===== config.mk =====
export PLATFORM = sky130hd
export DESIGN_NAME = irq_status_bank
export DESIGN_NICKNAME = d
export VERILOG_FILES = /design/src/shared/irq_status_pkg.sv /design/src/core/irq_status_bank.sv /design/src/core/status_lane.sv
export VERILOG_INCLUDE_DIRS = /design/src /design/src/shared
export SDC_FILE = /design/constraint.sdc
export NUM_CORES = 1
export LEC_CHECK = 0
export ABC_AREA = 1
export BUFFER_PORTS_ARGS = -buffer_cell sky130_fd_sc_hd__buf_4
export CELL_PAD_IN_SITES_DETAIL_PLACEMENT = 1
export CELL_PAD_IN_SITES_GLOBAL_PLACEMENT = 1
export CORE_MARGIN = 5
export CORE_UTILIZATION = 33
export CTS_BUF_LIST = sky130_fd_sc_hd__clkbuf_16
export DETAILED_ROUTE_END_ITERATION = 16
export HOLD_SLACK_MARGIN = 0.1
export PLACE_DENSITY = 0.82
export SLEW_MARGIN = 20
export SYNTH_ARGS = -nofsm -noshare
export SYNTH_HDL_FRONTEND = slang
export SYNTH_SLANG_ARGS = --single-unit

===== constraint.sdc =====
create_clock -name pclk -period 1.25 [get_ports pclk]
set_clock_uncertainty 0.05 [all_clocks]
set_input_delay 0.25 -clock pclk [delete_from_list [all_inputs] [get_ports pclk]]
set_output_delay 0.25 -clock pclk [all_outputs]
set_load 0.01 [all_outputs]

===== src/shared/irq_status_map.svh =====
`ifndef IRQ_STATUS_MAP_SVH
`define IRQ_STATUS_MAP_SVH
// What this block does
// - mode select low: status bit shows its condition live, no interrupt.
// - mode select high: rising edge sets and holds bit, pulls irq_n low.
// - writing 1 clears a latched bit; bits written 0 stay unchanged.
// - status one: channel 1 pattern fail at bit 2, channel 0 at bit 0.
// - power over threshold: bit 7 of status two (ch0), three (ch1).
// - blanking complete: bit 5 of status two (ch0), three (ch1).
// - alignment locked: bit 3 of each channel's status register.
// - alignment rotated the clock phase: bit 2 of each channel register.
// - reference phase outside error window: bit 1 of each channel register.
// - channel 0 alignment tripped: bit 0 of status two.
// - channel 1 alignment tripped: bit 0 of status three, same behaviour.

// register indices; byte address is four times the index
`define IDX_STATUS_ONE    12'h024
`define IDX_STATUS_TWO    12'h025
`define IDX_STATUS_THREE  12'h026
`define IDX_MODE_ONE      12'h028
`define IDX_MODE_TWO      12'h029
`define IDX_MODE_THREE    12'h02a
`define IDX_EVT_STATUS    12'h02c
`define IDX_EVT_MASK      12'h02d

// field positions
`define BIT_CH1_PATTERN   2
`define BIT_CH0_PATTERN   0
`define BIT_POWER_OVER    7
`define BIT_BLANK_DONE    5
`define BIT_ALIGN_LOCK    3
`define BIT_ALIGN_ROTATE  2
`define BIT_PHASE_WINDOW  1
`define BIT_ALIGN_TRIP    0

// implemented bits; the rest read as zero
`define IMPL_ONE          8'h05
`define IMPL_CHAN         8'haf

// reset values
`define RST_STATUS        8'h00
`define RST_MODE          8'h00
`define RST_EVT           3'h0
`endif


===== src/shared/irq_status_pkg.sv =====
package irq_status_pkg;

  // conditions of one converter channel
  typedef struct packed {
    logic pattern_fail;
    logic power_over;
    logic blank_complete;
    logic align_locked;
    logic align_rotated;
    logic phase_out_of_window;
    logic align_tripped;
  } ch_cond_t;

  // apb request as seen by the slave
  typedef struct packed {
    logic        sel;
    logic        enable;
    logic        write;
    logic [11:0] addr;
    logic [31:0] wdata;
  } apb_req_t;

endpackage : irq_status_pkg


===== src/core/irq_status_bank.sv =====
// Chosen here: register access over APB.
`include "irq_status_map.svh"

module irq_status_bank
  import irq_status_pkg::*;
#(
  parameter int AW = 12
) (
  input  wire logic          pclk,    // core clock, 100 MHz
  input  wire logic          presetn, // async reset, active low
  input  wire logic          ce,      // clock enable, freezes state
  input  wire logic          psel,    // apb select
  input  wire logic          penable, // apb access phase
  input  wire logic          pwrite,  // apb direction, 1 = write
  input  wire logic [AW-1:0] paddr,   // apb byte address
  input  wire logic [31:0]   pwdata,  // apb write data
  output logic               pready,  // apb ready
  output logic [31:0]        prdata,  // apb read data, registered
  output logic               pslverr, // apb error, unmapped address
  input  wire ch_cond_t      ch0,     // channel 0 conditions
  input  wire ch_cond_t      ch1,     // channel 1 conditions
  output logic               irq_n,   // latched status, active low
  output logic               irq      // masked event summary
);

  // ---- request bundle ----
  apb_req_t req;

  assign req.sel    = psel;
  assign req.enable = penable;
  assign req.write  = pwrite;
  assign req.addr   = 12'(paddr);
  assign req.wdata  = pwdata;

  // ---- address decode ----
  function automatic logic hit(input logic [11:0] a,
                               input logic [11:0] idx);
    hit = (a == 12'(idx << 2));
  endfunction : hit

  wire logic hit_st1  = hit(req.addr, `IDX_STATUS_ONE);
  wire logic hit_st2  = hit(req.addr, `IDX_STATUS_TWO);
  wire logic hit_st3  = hit(req.addr, `IDX_STATUS_THREE);
  wire logic hit_md1  = hit(req.addr, `IDX_MODE_ONE);
  wire logic hit_md2  = hit(req.addr, `IDX_MODE_TWO);
  wire logic hit_md3  = hit(req.addr, `IDX_MODE_THREE);
  wire logic hit_evs  = hit(req.addr, `IDX_EVT_STATUS);
  wire logic hit_evm  = hit(req.addr, `IDX_EVT_MASK);

  wire logic mapped = hit_st1 | hit_st2 | hit_st3 |
                      hit_md1 | hit_md2 | hit_md3 |
                      hit_evs | hit_evm;

  // ---- transfer phases ----
  logic rd_valid_reg;
  logic rd_valid_next;

  wire logic setup    = req.sel & ~req.enable;
  wire logic access   = req.sel & req.enable;
  // answer only once read data has been captured and the clock runs
  wire logic done     = access & rd_valid_reg & ce;
  wire logic wr_done  = done & req.write & mapped;
  wire logic rd_done  = done & ~req.write & mapped;

  assign pready  = access & rd_valid_reg & ce;
  assign pslverr = pready & ~mapped;

  // capture flag: set on first selected cycle of a transfer, cleared at end
  assign rd_valid_next = done ? 1'b0 :
                         (req.sel ? 1'b1 : rd_valid_reg);

  // ---- software registers ----
  logic [7:0] mode1_reg;
  logic [7:0] mode2_reg;
  logic [7:0] mode3_reg;
  logic [2:0] evt_mask_reg;
  logic [2:0] evt_reg;
  logic [2:0] evt_next;
  logic [31:0] prdata_reg;
  logic [31:0] rd_mux;

  wire logic [7:0] wbyte = req.wdata[7:0];

  // ---- condition vectors in register layout ----
  logic [7:0] cond1;
  logic [7:0] cond2;
  logic [7:0] cond3;

  // status one carries both pattern checkers
  assign cond1 = {5'h00, ch1.pattern_fail, 1'b0, ch0.pattern_fail};

  // status two: channel 0
  assign cond2[`BIT_POWER_OVER]   = ch0.power_over;
  assign cond2[6]                 = 1'b0;
  assign cond2[`BIT_BLANK_DONE]   = ch0.blank_complete;
  assign cond2[4]                 = 1'b0;
  assign cond2[`BIT_ALIGN_LOCK]   = ch0.align_locked;
  assign cond2[`BIT_ALIGN_ROTATE] = ch0.align_rotated;
  assign cond2[`BIT_PHASE_WINDOW] = ch0.phase_out_of_window;
  assign cond2[`BIT_ALIGN_TRIP]   = ch0.align_tripped;

  // status three: channel 1, same layout
  assign cond3[`BIT_POWER_OVER]   = ch1.power_over;
  assign cond3[6]                 = 1'b0;
  assign cond3[`BIT_BLANK_DONE]   = ch1.blank_complete;
  assign cond3[4]                 = 1'b0;
  assign cond3[`BIT_ALIGN_LOCK]   = ch1.align_locked;
  assign cond3[`BIT_ALIGN_ROTATE] = ch1.align_rotated;
  assign cond3[`BIT_PHASE_WINDOW] = ch1.phase_out_of_window;
  assign cond3[`BIT_ALIGN_TRIP]   = ch1.align_tripped;

  // ---- write-one-to-clear strobes ----
  wire logic [7:0] clr1 = (wr_done & hit_st1) ? wbyte : 8'h00;
  wire logic [7:0] clr2 = (wr_done & hit_st2) ? wbyte : 8'h00;
  wire logic [7:0] clr3 = (wr_done & hit_st3) ? wbyte : 8'h00;

  // ---- status lanes ----
  logic [7:0] st1;
  logic [7:0] st2;
  logic [7:0] st3;
  logic [7:0] lat1;
  logic [7:0] lat2;
  logic [7:0] lat3;
  logic [2:0] new_evt;

  status_lane #(
    .W    (8),
    .IMPL (`IMPL_ONE)
  ) u_lane_one (
    .pclk      (pclk),
    .presetn   (presetn),
    .ce        (ce),
    .cond      (cond1),
    .latch_sel (mode1_reg),
    .clr       (clr1),
    .status    (st1),
    .latched   (lat1),
    .new_event (new_evt[0])
  );

  status_lane #(
    .W    (8),
    .IMPL (`IMPL_CHAN)
  ) u_lane_two (
    .pclk      (pclk),
    .presetn   (presetn),
    .ce        (ce),
    .cond      (cond2),
    .latch_sel (mode2_reg),
    .clr       (clr2),
    .status    (st2),
    .latched   (lat2),
    .new_event (new_evt[1])
  );

  status_lane #(
    .W    (8),
    .IMPL (`IMPL_CHAN)
  ) u_lane_three (
    .pclk      (pclk),
    .presetn   (presetn),
    .ce        (ce),
    .cond      (cond3),
    .latch_sel (mode3_reg),
    .clr       (clr3),
    .status    (st3),
    .latched   (lat3),
    .new_event (new_evt[2])
  );

  // ---- interrupt outputs ----
  // low for as long as any latched bit remains; live bits never pull it
  assign irq_n = ~(|lat1 | |lat2 | |lat3);
  // summary line: one sticky bit per status register, masked
  assign irq   = |(evt_reg & evt_mask_reg);

  // sticky events; a new event in the read cycle survives the clear
  wire logic evt_rd_clr = rd_done & hit_evs;

  assign evt_next = (evt_rd_clr ? 3'h0 : evt_reg) | new_evt;

  // ---- read multiplexer ----
  always_comb begin
    rd_mux = 32'h0000_0000;
    case (1'b1)
      hit_st1: rd_mux[7:0] = st1;
      hit_st2: rd_mux[7:0] = st2;
      hit_st3: rd_mux[7:0] = st3;
      hit_md1: rd_mux[7:0] = mode1_reg;
      hit_md2: rd_mux[7:0] = mode2_reg;
      hit_md3: rd_mux[7:0] = mode3_reg;
      hit_evs: rd_mux[2:0] = evt_reg;
      hit_evm: rd_mux[2:0] = evt_mask_reg;
      default: rd_mux = 32'h0000_0000;
    endcase
  end

  assign prdata = prdata_reg;

  // ---- transfer state and read capture ----
  // data are captured one cycle ahead so prdata can come from a flop
  always_ff @(posedge pclk or negedge presetn) begin
    if (!presetn) begin
      rd_valid_reg <= 1'b0;
      prdata_reg   <= 32'h0000_0000;
    end else if (ce) begin
      rd_valid_reg <= rd_valid_next;
      if (req.sel && !rd_valid_reg) begin
        prdata_reg <= req.write ? 32'h0000_0000 : rd_mux;
      end
    end
  end

  // ---- mode select registers ----
  // only implemented bits can be made to latch
  always_ff @(posedge pclk or negedge presetn) begin
    if (!presetn) begin
      mode1_reg <= `RST_MODE;
      mode2_reg <= `RST_MODE;
      mode3_reg <= `RST_MODE;
    end else if (ce && wr_done) begin
      if (hit_md1) begin
        mode1_reg <= wbyte & `IMPL_ONE;
      end
      if (hit_md2) begin
        mode2_reg <= wbyte & `IMPL_CHAN;
      end
      if (hit_md3) begin
        mode3_reg <= wbyte & `IMPL_CHAN;
      end
    end
  end

  // ---- event summary and mask ----
  always_ff @(posedge pclk or negedge presetn) begin
    if (!presetn) begin
      evt_reg      <= `RST_EVT;
      evt_mask_reg <= `RST_EVT;
    end else if (ce) begin
      evt_reg <= evt_next;
      if (wr_done && hit_evm) begin
        evt_mask_reg <= wbyte[2:0];
      end
    end
  end

  // setup is unused beyond documenting phase intent
  wire logic unused_ok = setup | (|req.wdata[31:8]);

endmodule : irq_status_bank


===== src/core/status_lane.sv =====
module status_lane #(
  parameter int          W    = 8,
  parameter logic [W-1:0] IMPL = '1
) (
  input  wire logic         pclk,      // core clock
  input  wire logic         presetn,   // async reset, active low
  input  wire logic         ce,        // clock enable
  input  wire logic [W-1:0] cond,      // live conditions
  input  wire logic [W-1:0] latch_sel, // 1 = latch on rising edge
  input  wire logic [W-1:0] clr,       // write-one-to-clear strobes
  output logic      [W-1:0] status,    // value software reads
  output logic      [W-1:0] latched,   // bits currently latched
  output logic              new_event  // pulse: a bit newly latched
);

  logic [W-1:0] prev_reg;
  logic [W-1:0] lat_reg;
  logic [W-1:0] lat_next;
  logic [W-1:0] rise;

  // edge of each condition, only on implemented bits
  assign rise = cond & ~prev_reg & IMPL;
  // set wins over a clear arriving in the same cycle
  assign lat_next = ((lat_reg & ~clr) | (rise & latch_sel)) & latch_sel;
  // live view when select is low, latched view when high
  assign status = ((latch_sel & lat_reg) | (~latch_sel & cond)) & IMPL;
  assign latched = lat_reg;
  assign new_event = |(rise & latch_sel & ~lat_reg);

  // condition history and latches
  always_ff @(posedge pclk or negedge presetn) begin
    if (!presetn) begin
      prev_reg <= '0;
      lat_reg  <= '0;
    end else if (ce) begin
      prev_reg <= cond;
      lat_reg  <= lat_next;
    end
  end

endmodule : status_lane


# Yosys cells after proc, flatten, opt, wreduce, memory -nomap -nowiden
# Cells that the tools add are included.
word_totals:
  ff_bits: 91
  latch_bits: 0
  ram_bits: 0
  rom_bits: 0
  input_bits: 64
  out_inout_bits: 36
  elab_cells: 125
  mem_count: 0
op_classes:
  addsub: 0
  n_mul: 0
  div_mod_pow: 0
  magnitude_cmp: 0
  n_eq_ne: 8
  shifts: 0
  n_mux: 21
  bitwise_logic: 65
  reduce_logical: 18
op_table:
  columns: ["operator", "count"]
  rows:
  - ["8-bit AND", 16]
  - ["12-bit by 8-bit == test with 1-bit output, second input constant", 8]
  - ["8-bit inverter", 10]
  - ["8-bit OR reduction", 6]
  - ["8-bit OR", 5]
  - ["8-bit 2-to-1 mux", 4]
  - ["5-bit 2-to-1 mux", 6]
  - ["3-bit 2-to-1 mux", 9]
  - ["3-bit AND", 5]
  - ["1-bit AND", 12]
  - ["2-bit AND reduction", 6]
  - ["1-bit OR", 9]
  - ["8-bit by 3-bit AND with 8-bit output", 1]
  - ["3-bit inverter", 2]
  - ["3-bit OR", 2]
  - ["1-bit logical AND", 3]
  - ["1-bit inverter", 3]
  - ["3-bit OR reduction", 1]
  - ["1-bit 2-to-1 mux", 2]
  - ["2-bit nonzero test", 1]
  - ["1-bit zero test", 1]

# Logic depth before layout (Yosys ltp)
depth:
  word_depth: 15
  ltp_mapped: 14
  ltp_nobuf: 13

# Modules after synthesis
# A second synthesis with hierarchy kept.
hier_totals:
  cells_unflattened: 574
  area_unflattened_um2: 4285.4
modules_own_cells:
  columns: ["module", "instances", "cells_each", "area_each_um2", "seq_area_each_um2"]
  rows:
  - ["irq_status_bank", 1, 306, 2197.1, 725.7]
  - ["status_lane (u_lane_three ...)", 2, 101, 767.0, 350.3]
  - ["status_lane (u_lane_one)", 1, 66, 554.3, 250.2]

# Worst setup path after synthesis
# Ideal clock, no wire load.
synth_timing:
  path_kind: "in2reg"
  start: "input port paddr[11]"
  end: "register mode3_reg[2]"
  setup_ns: 0.123
  arrival_ns: 1.386
  t_required_ns: 1.077
  slack_ns: -0.308
  path_stages: 13
  path_buffers: 1
  path_cell_list: "nor2_1 > nand2_1 > inv_2 > nand3_1 > nand2_2 > nor2_2 > nand2_4 > nand2_4 > nor2_8 > nand2_4 > buf_6 > nand2_2 > o21ai_2"
synth_via:
  elab_chain_cells: 11
  elab_cells_between_ends: 18
  cone_classes: "8 x eq/ne; 8 x bitwise; 2 x reduce/logical"
synth_lines:
  columns: ["item", "line_no", "rtl"]
  rows:
  - ["from (decl)", "irq_status_bank.sv:15", "input wire logic [AW-1:0] paddr,"]
  - ["12-bit by 8-bit == test with 1-bit output", "irq_status_bank.sv:38", "hit = (a == 12'(idx << 2));"]
  - ["1-bit OR (3 in series)", "irq_status_bank.sv:50", "wire logic mapped = hit_st1 | hit_st2 | hit_st3 |"]
  - ["1-bit OR (3 in series)", "irq_status_bank.sv:51", "hit_md1 | hit_md2 | hit_md3 |"]
  - ["1-bit OR", "irq_status_bank.sv:52", "hit_evs | hit_evm;"]
  - ["1-bit AND", "irq_status_bank.sv:62", "wire logic wr_done = done & req.write & mapped;"]
  - ["1-bit logical AND", "irq_status_bank.sv:221", "end else if (ce && wr_done) begin"]
  - ["2-bit AND reduction (no line) (*)", null, null]
  - ["to (signal assigned)", "irq_status_bank.sv:220", "mode3_reg <= `RST_MODE;"]
  - ["to (signal assigned)", "irq_status_bank.sv:229", "mode3_reg <= wbyte & `IMPL_CHAN;"]
  - ["to (decl)", "irq_status_bank.sv:75", "logic [7:0] mode3_reg;"]
# Mark *: on every way between the ends. The rest lies on a longest branch, timed or not.
# A chain may end at the register's enable or synchronous reset.

# Worst setup path after layout
layout_timing:
  start: "register u_lane_one.lat_reg[0] (netlist: u_lane_one.latched[0])"
  end: "output port irq_n"
layout_via:
  elab_chain_cells: 4
layout_lines:
  columns: ["item", "line_no", "rtl"]
  rows:
  - ["from (decl)", "status_lane.sv:17", "logic [W-1:0] lat_reg;"]
  - ["from (signal assigned)", "status_lane.sv:37", "lat_reg <= lat_next;"]
  - ["8-bit OR reduction", "irq_status_bank.sv:173", "assign irq_n = ~(|lat1 | |lat2 | |lat3);"]
  - ["1-bit OR (2 in series)", "irq_status_bank.sv:173", null]
  - ["1-bit inverter", "irq_status_bank.sv:173", null]
  - ["to (decl)", "irq_status_bank.sv:22", "output logic irq_n,"]
# Every way passes these cells.

==> key figures <==
Setup path
  – R2R setup slack: -420 ps
  – Worst Path Arrival: 1490 ps
  – Worst stage delay on the critical path: 420 ps
  – R2R depth: 9
  – CP endpoint kind: output pin
  – Max stage delay cell, worst path: dfrtp_1
  – Worst setup SP type: flip-flop
  – Crit-path max FO: 2
  – CP Class: reg -> out
  – Worst Path Required: 950 ps
  – Cells along the critical path: nor4_2, nand3_1, nor3_2, buf_4

Timing
  – Tcrit/Tclk final: 143.0%
  – Slew Limit Headroom: 64.82%
  – Final setup margin: -537.3 ps
  – Worst-margin pin slew: 527.1 ps
  – Final Max Tran Viols: 0
  – Final min period: 1787 ps
  – Number of hold violations in the final report: 0
  – TNS Setup: -15,350 ps
  – RSZ-0062 raised after global routing: true
  – Number of setup violations in the final report: 44
  – FMAX: 559.5 MHz

Drt
  – Post-DRT Antenna Nets: 0
  – Post-route DRC: 0
  – WL/cell: 23.90 µm
  – Drt pass-1 iters: 6
  – Routed WL: 18,420 µm
  – Vias per inst: 5.477
  – Vias: 4,223
  – Starting DRC count in detailed routing: 381

Worst hold path
  – Hold Path Class: in -> reg
  – Hold Crit Depth: 3

Global route
  – Initial antenna violation count: 0
  – Remaining Overflow, GRT: 0
  – First-pass GRT wire length: 24,440 µm
  – Tot GR Track Use: 24.36%
  – Vias in the first global route: 4,479
  – Largest net degree at the start of global routing: 56

Synth
  – Yosys cell types: 34
  – Top FF cell, synth: dfrtp_1
  – Post-synth EDFFs: 0
  – Async S/R FF share, synth: 100.0%
  – Yosys reg bits: 55
  – Post-synthesis sequential area ratio: 38.81%
  – Ys Warns: 0
  – Cell count after synthesis: 499
  – Post-Syn Area: 0.003546 mm²
  – Synth Area per Inst: 7.106 µm²

Floorplanning
  – Die Area: 0.01292 mm²
  – DIE HEIGHT: 113.7 µm
  – Core footprint: 0.01042 mm²
  – Initial Util: 34.04%
  – IO Count: 100
  – Die width: 113.7 µm
  – FP Rows: 37

Status
  – Status: complete, but fails checks
  – Failing checks: negative setup slack

Cells and area
  – Area growth syn-to-layout: 63.27%
  – Fill count: 1,240
  – Share of cells above drive strength 1: 47.40%
  – Post-route cell area: 0.005789 mm²
  – Final #Nets: 698
  – Number of diodes: 0

Pwr
  – Power per cell area: 719.9 mW/mm²
  – Static Leakage: 2.891 nW
  – Maximum vdd drop: 0.4997 mV

Clock network
  – H-Tree Depth: 2
  – TritonCTS Sinks: 55
  – CTS Root Buffer Type: clkbuf_16
  – Clk_lat worst skew: 300 ps
  – TritonCTS buffer count: 5
  – Max clock buf depth: 2
  – Clk slew on worst S/H paths: 70 ps
  – CTS tree: built

Placed design
  – Cell area after placement: 0.004417 mm²
  – GP Congestion: 0.8661
  – Buffers on Ports: 47
  – DP HPWL: 9183 µm

Flow run
  – Maxcap violations: 0
routing by layer:
layer  GRT usage [%]  wire length (µm)  up-vias  share of wire [%]
met3           4.509              1163      105                6.3
li1                -                 -     1798                  -
met2           44.01              9208      257                 50
met1           26.46              6904     2063                 37
met5               0                 0        -                  0
met4           14.10              1147        0                6.2
power breakdown:
part           switching, mW  total, mW  internal [mW]
Sequential            0.0227       1.85           1.82
Clock                  0.702       1.64          0.938
Combinational          0.434      0.682          0.247
layout make-up:
cell class              instances  area (µm²)  area share [%]
clock buffers                   5       125.1           2.161
clock inverters                 3       38.79          0.6700
inverters                      82       389.1           6.721
multi-input cells             355        2455           42.40
flip-flops and latches         55        1383           23.88
well taps                     136       170.2           2.939
repair buffers                135        1229           21.22
path summary, 6_finish.rpt:
path / start / to
hold reg to reg: u_lane_two.latched[5]$_DFFE_PN0P_ / u_lane_two.latched[5]$_DFFE_PN0P_
setup reg to reg: rd_valid_reg$_DFFE_PN0P_ / u_lane_two.latched[1]$_DFFE_PN0P_
max in group asynchronous: presetn / mode3_reg[0]$_DFFE_PN0P_
hold / removal: ch1[3] / u_lane_three.prev_reg[3]$_DFFE_PN0P_
setup / recovery: u_lane_one.latched[0]$_DFFE_PN0P_ / irq_n
min in group asynchronous: presetn / rd_valid_reg$_DFFE_PN0P_
critical path, delay by kind of cell, from the launching register on:
| kind | cells | cell delay [ps] |
|---|---|---|
| flops | 1 | 420 |
| simple gates | 3 | 610 |
| buf+inv | 1 | 150 |
stage by stage:
step	total power, mW	setup slack (ps)	utilization [%]	std cells	hold slack (ps)
after floorplan	2.156	-244.7	-	524	-95.59
after detailed placement	2.360	-699.6	42.40	722	213.0
after CTS	4.037	-489.4	51.02	760	132.5
after global placement	2.336	-578.0	42.40	722	207.2
after global routing	4.314	-627.9	55.58	771	140.9
final	4.168	-537.3	55.58	771	132.7
layout by cell type, fill, tap and decap left out, types with 3 or more instances in the layout:
cell	count
buf_12	5
buf_6	30
buf_8	5
nand3_1	6
nand3_4	6
nand2_8	6
conb_1	26
clkbuf_16	5
dfrtp_1	50
inv_1	57
nand2_4	24
o21ai_2	25
o21ai_0	23
inv_2	7
buf_4	94
dfrtp_2	5
nand2_2	23
o21ai_1	3
nor2_1	9
o21bai_1	13
nand4_1	8
nand3_2	7
nand2_1	124
o211ai_1	5
inv_4	10
o22ai_1	3
inv_8	3
nor2_4	20
what timing repair did:
item / CTS / global route
resized for setup: 132 / 109
buffers inserted: 28 / 20
pin swaps: 55 / 57
gates cloned: 2 / 0
endpoints found under the hold margin: 55 / 0
endpoints found under the setup margin: 44 / 45
hold buffers: 1 / 0
synthesized netlist by cell type (all sizes together) (2+ instances only):
| cell | instances | area, µm² |
|---|---|---|
| nand4 | 8 | 50.05 |
| o21ai | 53 | 310.3 |
| inv | 81 | 304.0 |
| buf | 29 | 222.7 |
| o21bai | 14 | 105.1 |
| o211ai | 5 | 37.54 |
| nand3 | 19 | 100.1 |
| nor3 | 3 | 15.01 |
| o22ai | 5 | 31.28 |
| nand2 | 175 | 721.9 |
| a21oi | 4 | 20.02 |
| nor2 | 31 | 147.6 |
| nor4 | 2 | 12.51 |
| dfrtp | 55 | 1376 |
| a22o | 2 | 17.52 |
| clkbuf | 5 | 18.77 |
cells by family (layout without fill, tap and decap cells):
group | Yosys count | in the layout | share of synthesized area [%]
compound gates | 88 | 88 | 15.84
buf+inv | 116 | 225 | 15.49
flops | 55 | 55 | 38.81
other cells | 1 | 26 | 0.1058
simple gates | 239 | 241 | 29.75
(Power assumes the default switching activity.)
